**config.mk**
```make
export PLATFORM = sky130hd
export DESIGN_NAME = driver_status_registers
export DESIGN_NICKNAME = d
export VERILOG_FILES = /design/src/drv_stat_pkg.sv /design/src/rc_flag.sv /design/src/driver_status_registers.sv
export SDC_FILE = /design/constraint.sdc
export NUM_CORES = 1
export LEC_CHECK = 0
export BUFFER_PORTS_ARGS = -buffer_cell sky130_fd_sc_hd__buf_2
export CAP_MARGIN = 20
export CORE_ASPECT_RATIO = 1.4
export CORE_MARGIN = 5
export CORE_UTILIZATION = 30
export CTS_BUF_LIST = sky130_fd_sc_hd__clkbuf_2 sky130_fd_sc_hd__clkbuf_4 sky130_fd_sc_hd__clkbuf_8
export CTS_CLUSTER_SIZE = 30
export DETAILED_ROUTE_END_ITERATION = 7
export SKIP_CTS_REPAIR_TIMING = 1
export SYNTH_ARGS = -nofsm -noshare
export SYNTH_HDL_FRONTEND = slang
export SYNTH_HIERARCHICAL = 1
export SYNTH_SLANG_ARGS = --single-unit
export TNS_END_PERCENT = 5
```
**constraint.sdc**
```tcl
create_clock -name i_mclk -period 1.5 [get_ports i_mclk]
set_input_delay 0.3 -clock i_mclk [delete_from_list [all_inputs] [get_ports i_mclk]]
set_output_delay 0.3 -clock i_mclk [all_outputs]
set_load 0.1 [all_outputs]
```
**src/drv_stat_pkg.sv**
```systemverilog
// Package for the driver status register bank: offsets, field positions, resets.
// Assumes a 16-bit register read port with 7-bit register addresses.
package drv_stat_pkg;
    localparam int          ADDR_W         = 7;
    localparam int          DATA_W         = 16;
    localparam int          NUM_SW         = 3;
    localparam int          NUM_BR         = 3;
    localparam int          NUM_PWM        = 6;
    localparam logic [6:0]  HS_FAULT_ADDR  = 7'h46;
    localparam logic [6:0]  BRIDGE_GENERAL_STATUS_ADDR  = 7'h50;
    localparam logic [15:0] STAT_RESET     = 16'h0000;
    localparam int          OT_LSB         = 10;
    localparam int          OL_LSB         = 5;
    localparam int          OC_LSB         = 0;
    localparam int          VOUT_LSB       = 6;
    localparam int          PWM_LSB        = 0;
    localparam logic [1:0]  MODE_SENSE     = 2'h3;
endpackage

```
**src/rc_flag.sv**
```systemverilog
// One read-to-clear sticky fault flag.
// Assumes the detect input is already synchronous to i_mclk.
`timescale 1ns/1ns
`default_nettype none
module rc_flag (
    input  wire logic i_mclk,
    input  wire logic i_rst,
    input  wire logic i_set,
    input  wire logic i_clr,
    output logic      o_flag
);
    // Set wins over clear so a fault during the read is kept
    always_ff @(posedge i_mclk) begin
        if (i_rst) begin
            o_flag <= 1'b0;
        end else if (i_set) begin
            o_flag <= 1'b1;
        end else if (i_clr) begin
            o_flag <= 1'b0;
        end
    end
endmodule
`default_nettype wire

```
**src/driver_status_registers.sv**
```systemverilog
// Two read-only status registers: high-side fault flags and bridge general status.
// Assumes fault detects and bridge mode/charge pump config are synchronous to i_mclk;
// pulse-width inputs and bridge comparator outputs are asynchronous pins.
`timescale 1ns/1ns
`default_nettype none
// Summary of operation
// - Overtemperature flags bits 12:10, clear on read
// - Open-load flags bits 7:5, clear on read
// - Overcurrent flags bits 2:0, clear on read
// - Reserved bits read zero, writes ignored
// - Bridge level bits 8:6 when mode 11, pump on
// - Bridge level reads zero otherwise
// - Bits 5:1 show pulse inputs six to two
// - Bit 0 shows pulse input one checksum pin
module driver_status_registers
    import drv_stat_pkg::*;
#(
    parameter int N_SW  = NUM_SW,
    parameter int N_BR  = NUM_BR,
    parameter int N_PWM = NUM_PWM
) (
    input  wire logic              i_mclk,
    input  wire logic              i_rst,
    input  wire logic              i_rd,
    input  wire logic              i_wr,
    input  wire logic [ADDR_W-1:0] i_addr,
    input  wire logic [DATA_W-1:0] i_wdata,
    input  wire logic [N_SW-1:0]   i_switch_overtemp,
    input  wire logic [N_SW-1:0]   i_switch_open_load,
    input  wire logic [N_SW-1:0]   i_switch_overcurrent,
    input  wire logic [N_BR-1:0]   i_bridge_output_node,
    input  wire logic [2*N_BR-1:0] i_bridge_mode_field,
    input  wire logic              i_charge_pump_enable,
    input  wire logic [N_PWM-1:0]  i_pulse_input,
    output logic [DATA_W-1:0]      o_rdata,
    output logic                   o_rvalid
);
    logic [N_SW-1:0]  ot_flag;
    logic [N_SW-1:0]  ol_flag;
    logic [N_SW-1:0]  oc_flag;
    logic [N_BR-1:0]  node_s1_q;
    logic [N_BR-1:0]  node_s2_q;
    logic [N_PWM-1:0] pwm_s1_q;
    logic [N_PWM-1:0] pwm_s2_q;
    logic [N_BR-1:0]  vout;
    logic             rd_fault;
    logic [DATA_W-1:0] fault_word;
    logic [DATA_W-1:0] gen_word;
    logic [DATA_W-1:0] rdata_d;

    // Bits that carry a field; everything else must read zero
    localparam logic [DATA_W-1:0] SW_ONES    = DATA_W'({N_SW{1'b1}});
    localparam logic [DATA_W-1:0] FAULT_MASK = (SW_ONES << OT_LSB) | (SW_ONES << OL_LSB)
                                             | (SW_ONES << OC_LSB);
    localparam logic [DATA_W-1:0] GEN_MASK   = (DATA_W'({N_BR{1'b1}}) << VOUT_LSB)
                                             | (DATA_W'({N_PWM{1'b1}}) << PWM_LSB);

    assign rd_fault = i_rd && (i_addr == HS_FAULT_ADDR);

    // Flags cleared only by reset or a read of their own register
    genvar g;
    generate
        for (g = 0; g < N_SW; g++) begin : g_sw
            rc_flag u_ot (.i_mclk(i_mclk), .i_rst(i_rst), .i_set(i_switch_overtemp[g]),
                          .i_clr(rd_fault), .o_flag(ot_flag[g]));
            rc_flag u_ol (.i_mclk(i_mclk), .i_rst(i_rst), .i_set(i_switch_open_load[g]),
                          .i_clr(rd_fault), .o_flag(ol_flag[g]));
            rc_flag u_oc (.i_mclk(i_mclk), .i_rst(i_rst), .i_set(i_switch_overcurrent[g]),
                          .i_clr(rd_fault), .o_flag(oc_flag[g]));
        end
    endgenerate

    // Pin levels pass two flops before any logic reads them
    always_ff @(posedge i_mclk) begin
        if (i_rst) begin
            node_s1_q <= '0;
            node_s2_q <= '0;
            pwm_s1_q  <= '0;
            pwm_s2_q  <= '0;
        end else begin
            node_s1_q <= i_bridge_output_node;
            node_s2_q <= node_s1_q;
            pwm_s1_q  <= i_pulse_input;
            pwm_s2_q  <= pwm_s1_q;
        end
    end

    always_comb begin
        for (int b = 0; b < N_BR; b++) begin
            vout[b] = i_charge_pump_enable && (i_bridge_mode_field[2*b +: 2] == MODE_SENSE)
                      && node_s2_q[b];
        end
    end

    always_comb begin
        fault_word = STAT_RESET;
        fault_word[OT_LSB +: N_SW] = ot_flag;
        fault_word[OL_LSB +: N_SW] = ol_flag;
        fault_word[OC_LSB +: N_SW] = oc_flag;
        gen_word = STAT_RESET;
        gen_word[VOUT_LSB +: N_BR] = vout;
        gen_word[PWM_LSB +: N_PWM] = pwm_s2_q;
    end

    always_comb begin
        rdata_d = STAT_RESET;
        if (i_addr == HS_FAULT_ADDR) begin
            rdata_d = fault_word;
        end else if (i_addr == BRIDGE_GENERAL_STATUS_ADDR) begin
            rdata_d = gen_word;
        end
    end

    // Writes are accepted and dropped; both registers are read only
    always_ff @(posedge i_mclk) begin
        if (i_rst) begin
            o_rdata  <= STAT_RESET;
            o_rvalid <= 1'b0;
        end else begin
            o_rvalid <= i_rd;
            if (i_rd) begin
                o_rdata <= rdata_d;
            end
        end
    end

    a_rd_clears_ot: assert property (@(posedge i_mclk) disable iff (i_rst)
        rd_fault && !i_switch_overtemp[0] |=> !ot_flag[0])
        else $error("overtemp flag not cleared by read");
    a_ot_sets: assert property (@(posedge i_mclk) disable iff (i_rst)
        i_switch_overtemp[1] |=> ot_flag[1])
        else $error("overtemp flag not set");
    a_ol_sets: assert property (@(posedge i_mclk) disable iff (i_rst)
        i_switch_open_load[2] |=> ol_flag[2])
        else $error("open-load flag not set");
    a_ol_clears: assert property (@(posedge i_mclk) disable iff (i_rst)
        rd_fault && !i_switch_open_load[2] |=> !ol_flag[2])
        else $error("open-load flag not cleared by read");
    a_oc_read_value: assert property (@(posedge i_mclk) disable iff (i_rst)
        rd_fault |=> o_rvalid && (o_rdata[OC_LSB +: N_SW] == $past(oc_flag)))
        else $error("overcurrent read value wrong");
    a_reserved_zero: assert property (@(posedge i_mclk) disable iff (i_rst)
        o_rvalid |-> (o_rdata[15:13] == 3'h0) && (o_rdata[9] == 1'b0))
        else $error("reserved bits nonzero");
    a_vout_gated: assert property (@(posedge i_mclk) disable iff (i_rst)
        i_rd && (i_addr == BRIDGE_GENERAL_STATUS_ADDR) && !i_charge_pump_enable |=> o_rdata[VOUT_LSB +: N_BR] == '0)
        else $error("bridge level not gated");
    a_vout_level: assert property (@(posedge i_mclk) disable iff (i_rst)
        i_rd && (i_addr == BRIDGE_GENERAL_STATUS_ADDR) && i_charge_pump_enable && (i_bridge_mode_field[1:0] == MODE_SENSE)
        |=> o_rdata[VOUT_LSB] == $past(node_s2_q[0]))
        else $error("bridge level wrong");
    a_pwm_level: assert property (@(posedge i_mclk) disable iff (i_rst)
        i_rd && (i_addr == BRIDGE_GENERAL_STATUS_ADDR) ##1 1'b1 |-> o_rdata[PWM_LSB +: N_PWM] == $past(pwm_s2_q))
        else $error("pulse level wrong");
    a_pwm1_pin: assert property (@(posedge i_mclk) disable iff (i_rst)
        !$past(i_rst) && !$past(i_rst, 2) && $past(i_pulse_input[0], 3) && $past(i_pulse_input[0], 2)
        && i_rd && (i_addr == BRIDGE_GENERAL_STATUS_ADDR)
        |=> o_rdata[PWM_LSB])
        else $error("checksum pin level wrong");
    a_set_beats_clr: assert property (@(posedge i_mclk) disable iff (i_rst)
        rd_fault && i_switch_overcurrent[0] |=> oc_flag[0])
        else $error("active fault lost on read");

    // Set and clear of the remaining flag kind, read values of the other two
    a_oc_sets: assert property (@(posedge i_mclk) disable iff (i_rst)
        i_switch_overcurrent[1] |=> oc_flag[1])
        else $error("overcurrent flag not set");
    a_oc_clears: assert property (@(posedge i_mclk) disable iff (i_rst)
        rd_fault && !i_switch_overcurrent[2] |=> !oc_flag[2])
        else $error("overcurrent flag not cleared by read");
    a_ot_read_value: assert property (@(posedge i_mclk) disable iff (i_rst)
        rd_fault |=> o_rvalid && (o_rdata[OT_LSB +: N_SW] == $past(ot_flag)))
        else $error("overtemp read value wrong");
    a_ol_read_value: assert property (@(posedge i_mclk) disable iff (i_rst)
        rd_fault |=> o_rvalid && (o_rdata[OL_LSB +: N_SW] == $past(ol_flag)))
        else $error("open-load read value wrong");

    // A flag only drops on a read of its own register
    for (genvar gs = 0; gs < N_SW; gs++) begin : g_sw_chk
        a_ot_holds: assert property (@(posedge i_mclk) disable iff (i_rst)
            !rd_fault |=> ot_flag[gs] || !$past(ot_flag[gs]))
            else $error("overtemp flag dropped without read");
        a_ol_holds: assert property (@(posedge i_mclk) disable iff (i_rst)
            !rd_fault |=> ol_flag[gs] || !$past(ol_flag[gs]))
            else $error("open-load flag dropped without read");
        a_oc_holds: assert property (@(posedge i_mclk) disable iff (i_rst)
            !rd_fault |=> oc_flag[gs] || !$past(oc_flag[gs]))
            else $error("overcurrent flag dropped without read");
    end

    // Reserved positions, unmapped reads and writes
    a_fault_rsvd: assert property (@(posedge i_mclk) disable iff (i_rst)
        rd_fault |=> (o_rdata & ~FAULT_MASK) == '0)
        else $error("fault register reserved bits nonzero");
    a_gen_rsvd: assert property (@(posedge i_mclk) disable iff (i_rst)
        i_rd && (i_addr == BRIDGE_GENERAL_STATUS_ADDR) |=> (o_rdata & ~GEN_MASK) == '0)
        else $error("general status reserved bits nonzero");
    a_unmapped_zero: assert property (@(posedge i_mclk) disable iff (i_rst)
        i_rd && (i_addr != HS_FAULT_ADDR) && (i_addr != BRIDGE_GENERAL_STATUS_ADDR)
        |=> o_rvalid && (o_rdata == STAT_RESET))
        else $error("unmapped read not zero");
    a_write_keeps: assert property (@(posedge i_mclk) disable iff (i_rst)
        i_wr && !rd_fault
        |=> ($past({ot_flag, ol_flag, oc_flag}) & ~{ot_flag, ol_flag, oc_flag}) == '0)
        else $error("write cleared a fault flag");
    a_write_silent: assert property (@(posedge i_mclk) disable iff (i_rst)
        i_wr && !i_rd |=> !o_rvalid && $stable(o_rdata))
        else $error("write changed read port");

    // Soft reset empties both registers and every flag
    a_reset_clears: assert property (@(posedge i_mclk)
        i_rst |=> !o_rvalid && (o_rdata == STAT_RESET)
        && (ot_flag == '0) && (ol_flag == '0) && (oc_flag == '0))
        else $error("reset did not clear the bank");

    // Pin level reaches the register two edges after the pin
    a_pin_sync_lat: assert property (@(posedge i_mclk) disable iff (i_rst)
        !$past(i_rst) |=> pwm_s2_q == $past(i_pulse_input, 2))
        else $error("pulse input sync latency wrong");
    a_node_sync_lat: assert property (@(posedge i_mclk) disable iff (i_rst)
        !$past(i_rst) |=> node_s2_q == $past(i_bridge_output_node, 2))
        else $error("bridge node sync latency wrong");

    // One pair of checks per bridge; gating inputs are used unsynchronised
    for (genvar gb = 0; gb < N_BR; gb++) begin : g_br_chk
        a_vout_follows: assert property (@(posedge i_mclk) disable iff (i_rst)
            i_rd && (i_addr == BRIDGE_GENERAL_STATUS_ADDR) && i_charge_pump_enable
            && (i_bridge_mode_field[2*gb +: 2] == MODE_SENSE)
            |=> o_rdata[VOUT_LSB + gb] == $past(node_s2_q[gb]))
            else $error("bridge level not reported");
        a_vout_mode_off: assert property (@(posedge i_mclk) disable iff (i_rst)
            i_rd && (i_addr == BRIDGE_GENERAL_STATUS_ADDR) && (i_bridge_mode_field[2*gb +: 2] != MODE_SENSE)
            |=> !o_rdata[VOUT_LSB + gb])
            else $error("bridge level shown outside sense mode");
    end
endmodule
`default_nettype wire

```
# [After elaboration in Yosys (flattened, before gate mapping)]
# Index checks and enable logic that the tools add are counted.
[totals] input_bits=52 reg_bits=44 word_cells=48 output_inout_bits=17
[op_classes] n_eq_ne=5 n_mux=12 n_reduce_logical=16
[op_table] cell="nonzero test 2 bit" count=9
[op_table] cell="== test 7 bit (second input constant)" count=2
[op_table] cell="2-to-1 mux 13 bit" count=1
[op_table] cell="2-to-1 mux 1 bit" count=10
[op_table] cell="2-to-1 mux 9 bit" count=1
[op_table] cell="logical AND 1 bit" count=7
[op_table] cell="== test 2 bit (second input constant)" count=3

# [Longest topological paths before layout]
# Gate-level depths: netlist (run 1).
[logic_depth] ltp_word=5 depth_mapped=6 ltp_nobuf=5

# [Hierarchy]
# Netlist (run 1), hierarchy kept.
[modules_own_cells] mod="driver_status_registers" area_each_um2=1078.5 cells_per_inst=107 instances=1
[modules_own_cells] mod="rc_flag" area_each_um2=38.8 cells_per_inst=4 instances=9

# [Least setup slack after synthesis (run 1)]
# Ideal clock, no wire load.
[synth_timing] path_kind="register -> register" start="register, netlist name o_rdata[10]" end="register o_rdata[10]" n_path_buf=0 period_less_slack_ns=1.230 path_slack_ns=0.270 stages_incl_launch_ff=3 t_arrival_ns=1.159 path_cell_list="dfxtp_1 > nand2b_1 > a21oi_1"
[synth_rtl] item="to (signal assigned)" line="driver_status_registers.sv:122" source="o_rdata <= rdata_d;"
[synth_rtl] item="to (decl)" line="driver_status_registers.sv:35" source="output logic [DATA_W-1:0] o_rdata,"

# [Worst setup path after layout (run 1)]
[layout_timing] start="register o_rdata[3]" end="output port o_rdata[3]"
# No word-level cell between the ends.

==> results of run 1 <==
-- sequential cells by signal, summed over array words and instances, names as in the netlist --
| name | flops |
|---|---|
| g_sw.u_oc/o_flag | 3 |
| g_sw.u_ol/o_flag | 3 |
| g_sw.u_ot/o_flag | 3 |
| node_s1_q | 3 |
| node_s2_q | 3 |
| o_rdata | 12 |
| o_rvalid | 1 |
| pwm_s1_q | 6 |
| pwm_s2_q | 6 |
-- cells by family after synthesis --
logic type	Yosys count
DFF	40
and+or+nand+nor	57
buffers and inverters	18
other	1
AOI/OAI and AO/OA	27
-- cell usage after synthesis --
library cell	n	area share [%]
nand3_1	3	1.1
nor3b_2	1	0.88
nand2b_1	14	6.1
and3_1	2	0.88
dfxtp_1	40	56
o21ai_1	7	2.5
buf_4	4	2.1
conb_1	1	0.26
nor2_1	2	0.53
and4bb_2	1	0.88
nor2b_1	19	8.3
a21oi_2	9	5.5
clkbuf_1	3	0.79
nand4_1	1	0.44
nand4b_1	2	1.2
nand2_2	1	0.44
nor4bb_1	2	1.4
buf_2	1	0.35
inv_1	10	2.6
nand2_1	8	2.1
and3b_1	1	0.61
a21oi_1	5	1.8
a22oi_1	6	3.2
-- power groups by stage --
| stage | Sequential (mW) | Combinational [mW] | Clock (mW) |
|---|---|---|---|
| final | 1.12 | 0.199 | 0.748 |
| after global routing | 1.12 | 0.221 | 0.823 |
| after floorplan | 1.15 | 0.123 | 0 |
| after global placement | 1.14 | 0.199 | 0 |
| after CTS | 1.12 | 0.202 | 0.778 |
| after detailed placement | 1.14 | 0.202 | 0 |
-- path summary, 6_finish.rpt --
check	endpoint	slack (ns)	depth (start not counted)
max reg2reg	o_rdata[6]	0.68	3
min reg2reg	pwm_s2_q[0]	0.44	1
min	pwm_s1_q[4]	0.21	2
max	o_rdata[3]	0.13	1
-- cell type report --
| cell class | count | area (um^2) | area share [%] |
|---|---|---|---|
| Sequential cell | 40 | 801 | 43.7 |
| Multi-Input combinational cell | 88 | 554 | 30.2 |
| Timing Repair Buffer | 51 | 265 | 14.5 |
| Clock buffer | 7 | 90.1 | 4.91 |
| Tap cell | 62 | 77.6 | 4.23 |
| Inverter | 10 | 37.5 | 2.05 |
| Clock inverter | 1 | 7.51 | 0.410 |
-- metal layers --
layer / GRT usage [%] / routed length [um] / vias to the layer above
li1: - / - / 567
met1: 13.5 / 1280 / 476
met2: 16.7 / 1430 / 29
met3: 3.42 / 177 / 8
met4: 7.46 / 95 / 0
met5: 0 / 0 / -
-- metrics by stage --
stage | hold slack, ns | instance area (um^2) | util [%] | total power, mW | std cells
after detailed placement | 0.423 | 1740 | 38.0 | 1.34 | 251
after global placement | 0.417 | 1740 | 38.0 | 1.34 | 251
final | 0.211 | 1830 | 40.1 | 2.06 | 259
after CTS | 0.201 | 1830 | 40.1 | 2.10 | 259
after floorplan | 0.362 | 1440 | - | 1.27 | 146
after global routing | 0.202 | 1830 | 40.1 | 2.16 | 259
==> results.sh, run 1 <==
export IMPL_n_antenna_cell=0
export IMPL_leakagePower_nw=0.817
export IMPL_clockBufferDepth=2
export IMPL_start_util_pct=31.2
export IMPL_synthAdderAreaFrac_pct=0
export IMPL_clk_latency_ns=0.29
export IMPL_seq_area_frac_synth_pct=56.1
export IMPL_cts_tree="built"
export IMPL_fin_crit_sh_pct=91.6
export IMPL_max_freq_mhz=728
export IMPL_hold_start="i_pulse_input[4]"
export IMPL_drc=0
export IMPL_power_density_nw_per_um2=1130
export IMPL_numClockSinks=40
export IMPL_synth_xor_area_share_pct=0
export IMPL_fillers=497
export IMPL_final_nets=248
export IMPL_synth_simple_gate_area_share_pct=24.9
export IMPL_die_area_um2=6260
export IMPL_start_kind="flip-flop"
export IMPL_final_common_cell="buf_2"
export IMPL_fin_worst_skew_ns=0.00679
export IMPL_grt_max_degree=33
export IMPL_grt_pass1_wl_mm=5.08
export IMPL_slew_viol_final=0
export IMPL_cp_end_kind="output pin"
export IMPL_min_period_ns=1.37
export IMPL_ys_warn_count=6
export IMPL_worstPathRequired_ns=1.20
export IMPL_peakVddDrop_v=0.000616
export IMPL_p_seq_share_pct=54.1
export IMPL_rows=29
export IMPL_cts_made_buffers=5
export IMPL_via_per_inst=4.17
export IMPL_synth_compound_area_share_pct=12.9
export IMPL_die_x_um=68.3
export IMPL_port_buffers=47
export IMPL_internal_power_mw=1.57
export IMPL_synth_cells=143
export IMPL_pre_cts_slack_ns=0.0752
export IMPL_path_clk_slew_ns=0.07
export IMPL_finalSetupTns_ns=0
export IMPL_power_switching_mw=0.494
export IMPL_clockPowerShare_pct=36.2
export IMPL_synth_top_family_by_area="simple AND/OR/NAND/NOR gates"
export IMPL_drt_iter0_drc=49
export IMPL_grt_usage_pct=11.2
export IMPL_fp_dieH_um=91.6
export IMPL_crit_fanout=2
export IMPL_crit_chain="buf_2"
export IMPL_synthMuxAreaShare_pct=0
export IMPL_synth_distinct_cells=23
export IMPL_drt_first_pass_iters=4
export IMPL_slowest_stage="buf_2"
export IMPL_pin_count=69
export IMPL_dp_hpwl_mm=2.24
export IMPL_vias=1080
export IMPL_wl_per_cell_um=11.5
export IMPL_core_area_um2=4570
export IMPL_grt_setup_unrepaired="false"
export IMPL_grt_pass1_vias=1075
export IMPL_p_comb_share_pct=9.7
export IMPL_syn_to_final_growth_pct=28.4
export IMPL_synth_area_um2=1430
export IMPL_drv_cap=0
export IMPL_cp_num_buf_inv=1
export IMPL_finalSetupViolations=0
export IMPL_crit_family="buffers and inverters"
export IMPL_crit_type="reg -> out"
export IMPL_grt_overflow=0
export IMPL_ant_nets=0
export IMPL_final_cell_mix="buf_2, dfxtp_1, nor2b_1"
export IMPL_postRouteWirelength_mm=2.98
export IMPL_p_sw_share_pct=23.9
export IMPL_arrival_ns=1.07
export IMPL_layout_setup_ws_ns=0.126
export IMPL_hold_class="in -> reg"
export IMPL_drive_gt1_share_pct=36.0
export IMPL_r2r_start="node_s2_q[0]"
export IMPL_antenna_found_initial=0
export IMPL_syn_avg_cell_area_um2=9.98
export IMPL_critPathLaunch="o_rdata[3]"
export IMPL_slowest_delay_ns=0.43
export IMPL_root_buffer="clkbuf_8"
export IMPL_outcome="completed"
export IMPL_hold_viol_final=0
export IMPL_synth_seq_cells=40
export IMPL_place_gp_congestion=0.725
export IMPL_htree_levels=2
Note: power is estimated with default switching activity, not from simulation.
==> run 2, diff against run 1 <==
CELL_PAD_IN_SITES_DETAIL_PLACEMENT = 1   (was not set)
CELL_PAD_IN_SITES_GLOBAL_PLACEMENT = 2   (was not set)
CORE_UTILIZATION = 27   (was 30)
PLACE_DENSITY_LB_ADDON = 0.1   (was not set)
==> run 2 against run 1 <==
  * Largest cell class unchanged
  * Largest power group unchanged
  * First-iteration DRC count fell by 39%
  * Wire length rose by 24%
  * Register-to-register slack barely moved
  * Clock skew rose by 0.00061 ns
  * Setup slack improved by 0.012 ns
  * Power rose by 6.5%
  * Via count rose by 6.8%
  * Cell area rose by 1.8%
  * Worst hold slack improved by 0.0071 ns
  * Global-route usage rose by 0.36 points
  * Sequential share of layout area fell by 0.79 points
==> results.sh, run 2 (synthesis gave the netlist of run 1 again) <==
export IMPL_grt_setup_unrepaired="false"
export IMPL_drv_cap=0
export IMPL_crit_family="buffers and inverters"
export IMPL_drt_iter0_drc=30
export IMPL_grt_max_degree=15
export IMPL_peakVddDrop_v=0.000599
export IMPL_die_area_um2=6860
export IMPL_dp_hpwl_mm=2.96
export IMPL_min_period_ns=1.36
export IMPL_largest_reg_flops=12
export IMPL_path_clk_slew_ns=0.07
export IMPL_crit_fanout=2
export IMPL_final_cell_area_um2=1870
export IMPL_vias=1153
export IMPL_rows=31
export IMPL_grt_use_met3_pct=3.76
export IMPL_clk_latency_ns=0.29
export IMPL_cp_end_kind="output pin"
export IMPL_syn_to_final_growth_pct=30.8
export IMPL_n_antenna_cell=0
export IMPL_wl_per_cell_um=13.9
export IMPL_start_util_pct=27.7
export IMPL_clockBufferDepth=2
export IMPL_cts_tree="built"
export IMPL_slowest_delay_ns=0.43
export IMPL_clockPowerShare_pct=39.6
export IMPL_internal_power_mw=1.69
export IMPL_power_switching_mw=0.505
export IMPL_busiest_layer="met2"
export IMPL_grt_overflow=0
export IMPL_numClockSinks=40
export IMPL_finalSetupTns_ns=0
export IMPL_cp_num_buf_inv=1
export IMPL_final_cell_mix="buf_2, dfxtp_1, nor2b_1"
export IMPL_reg_top3="o_rdata (12), pwm_s1_q (6), pwm_s2_q (6)"
export IMPL_drive_gt1_share_pct=36.7
export IMPL_max_freq_mhz=734
export IMPL_outcome="completed"
export IMPL_slew_viol_final=0
export IMPL_grt_pass1_vias=1317
export IMPL_leakagePower_nw=0.838
export IMPL_final_nets=250
export IMPL_drc=0
export IMPL_port_buffers=47
export IMPL_fin_worst_skew_ns=0.00740
export IMPL_grt_usage_pct=11.5
export IMPL_min_delay_path_depth=2
export IMPL_place_area_um2=1760
export IMPL_via_per_inst=4.35
export IMPL_grt_pass1_wl_mm=6.00
export IMPL_antenna_found_initial=0
export IMPL_fin_crit_sh_pct=90.8
export IMPL_totalPowerFinal_mw=2.20
export IMPL_power_density_nw_per_um2=1180
export IMPL_pin_count=69
export IMPL_ant_nets=0
export IMPL_core_area_um2=5160
export IMPL_root_buffer="clkbuf_8"
export IMPL_fillers=628
export IMPL_hold_class="in -> reg"
export IMPL_postRouteWirelength_mm=3.68
export IMPL_rr_worst_depth=3
export IMPL_grt_use_met2_pct=21.5
export IMPL_slowest_stage="buf_2"
export IMPL_crit_chain="buf_2"
export IMPL_finalSetupViolations=0
export IMPL_worstPathRequired_ns=1.20
export IMPL_place_gp_congestion=0.681
export IMPL_p_seq_share_pct=50.9
export IMPL_regMostFlops="o_rdata"
export IMPL_p_comb_share_pct=9.4
export IMPL_hold_viol_final=0
export IMPL_crit_type="reg -> out"
export IMPL_start_kind="flip-flop"
export IMPL_cts_made_buffers=5
export IMPL_fp_dieH_um=96.0
export IMPL_cp_depth=1
export IMPL_drt_first_pass_iters=4
export IMPL_htree_levels=2
export IMPL_grt_util_met1_pct=11.8
export IMPL_die_x_um=71.5
export IMPL_p_sw_share_pct=23.0
export IMPL_final_common_cell="buf_2"
export IMPL_arrival_ns=1.06
==> run 2: cell types whose count changed in the layout (fill, tap and decap cells not counted), sizes merged <==
cell,before,now
bufinv,0,1
clkinv,0,1
buf,51,53
clkinvlp,1,0
clkbuf,7,6
==> run 2: path summary, 6_finish.rpt <==
path                          from  slack [ns]          end
hold reg to reg        pwm_s1_q[2]        0.45  pwm_s2_q[2]
setup / recovery        o_rdata[8]        0.14   o_rdata[8]
hold / removal    i_pulse_input[3]        0.22  pwm_s1_q[3]
setup reg to reg      node_s2_q[0]        0.68   o_rdata[6]
==> run 2: area by class of cell <==
class,count,area (um^2),share of cell area [%]
tap,66,82.6,4.42
multi-input combinational,88,554,29.7
timing repair buffer,53,280,15.0
clock inverter,2,35.0,1.88
inverter,10,37.5,2.01
clock buffer,6,76.3,4.09
sequential,40,801,42.9
==> run 2: power groups by stage <==
stage	Sequential (mW)	Clock, mW	Combinational [mW]
after floorplan	1.15	0	0.123
after global placement	1.14	0	0.204
after detailed placement	1.15	0	0.211
after CTS	1.12	0.908	0.212
after global routing	1.12	0.943	0.228
final	1.12	0.871	0.207
==> run 2: per-layer routing <==
metal | up-vias | wire, um
li1 | 569 | -
met1 | 544 | 1390
met2 | 35 | 2000
met3 | 5 | 224
met4 | 0 | 65
met5 | - | 0
==> run 2: through the flow <==
step / util [%] / setup WS [ns] / instances / hold slack, ns
global route: 36.2 / 0.0838 / 265 / 0.226
global placement: 34.0 / 0.0638 / 257 / 0.419
floorplan: - / 0.270 / 146 / 0.362
finish: 36.2 / 0.138 / 265 / 0.218
detailed placement: 34.0 / 0.0724 / 257 / 0.433
CTS: 36.2 / 0.121 / 265 / 0.214
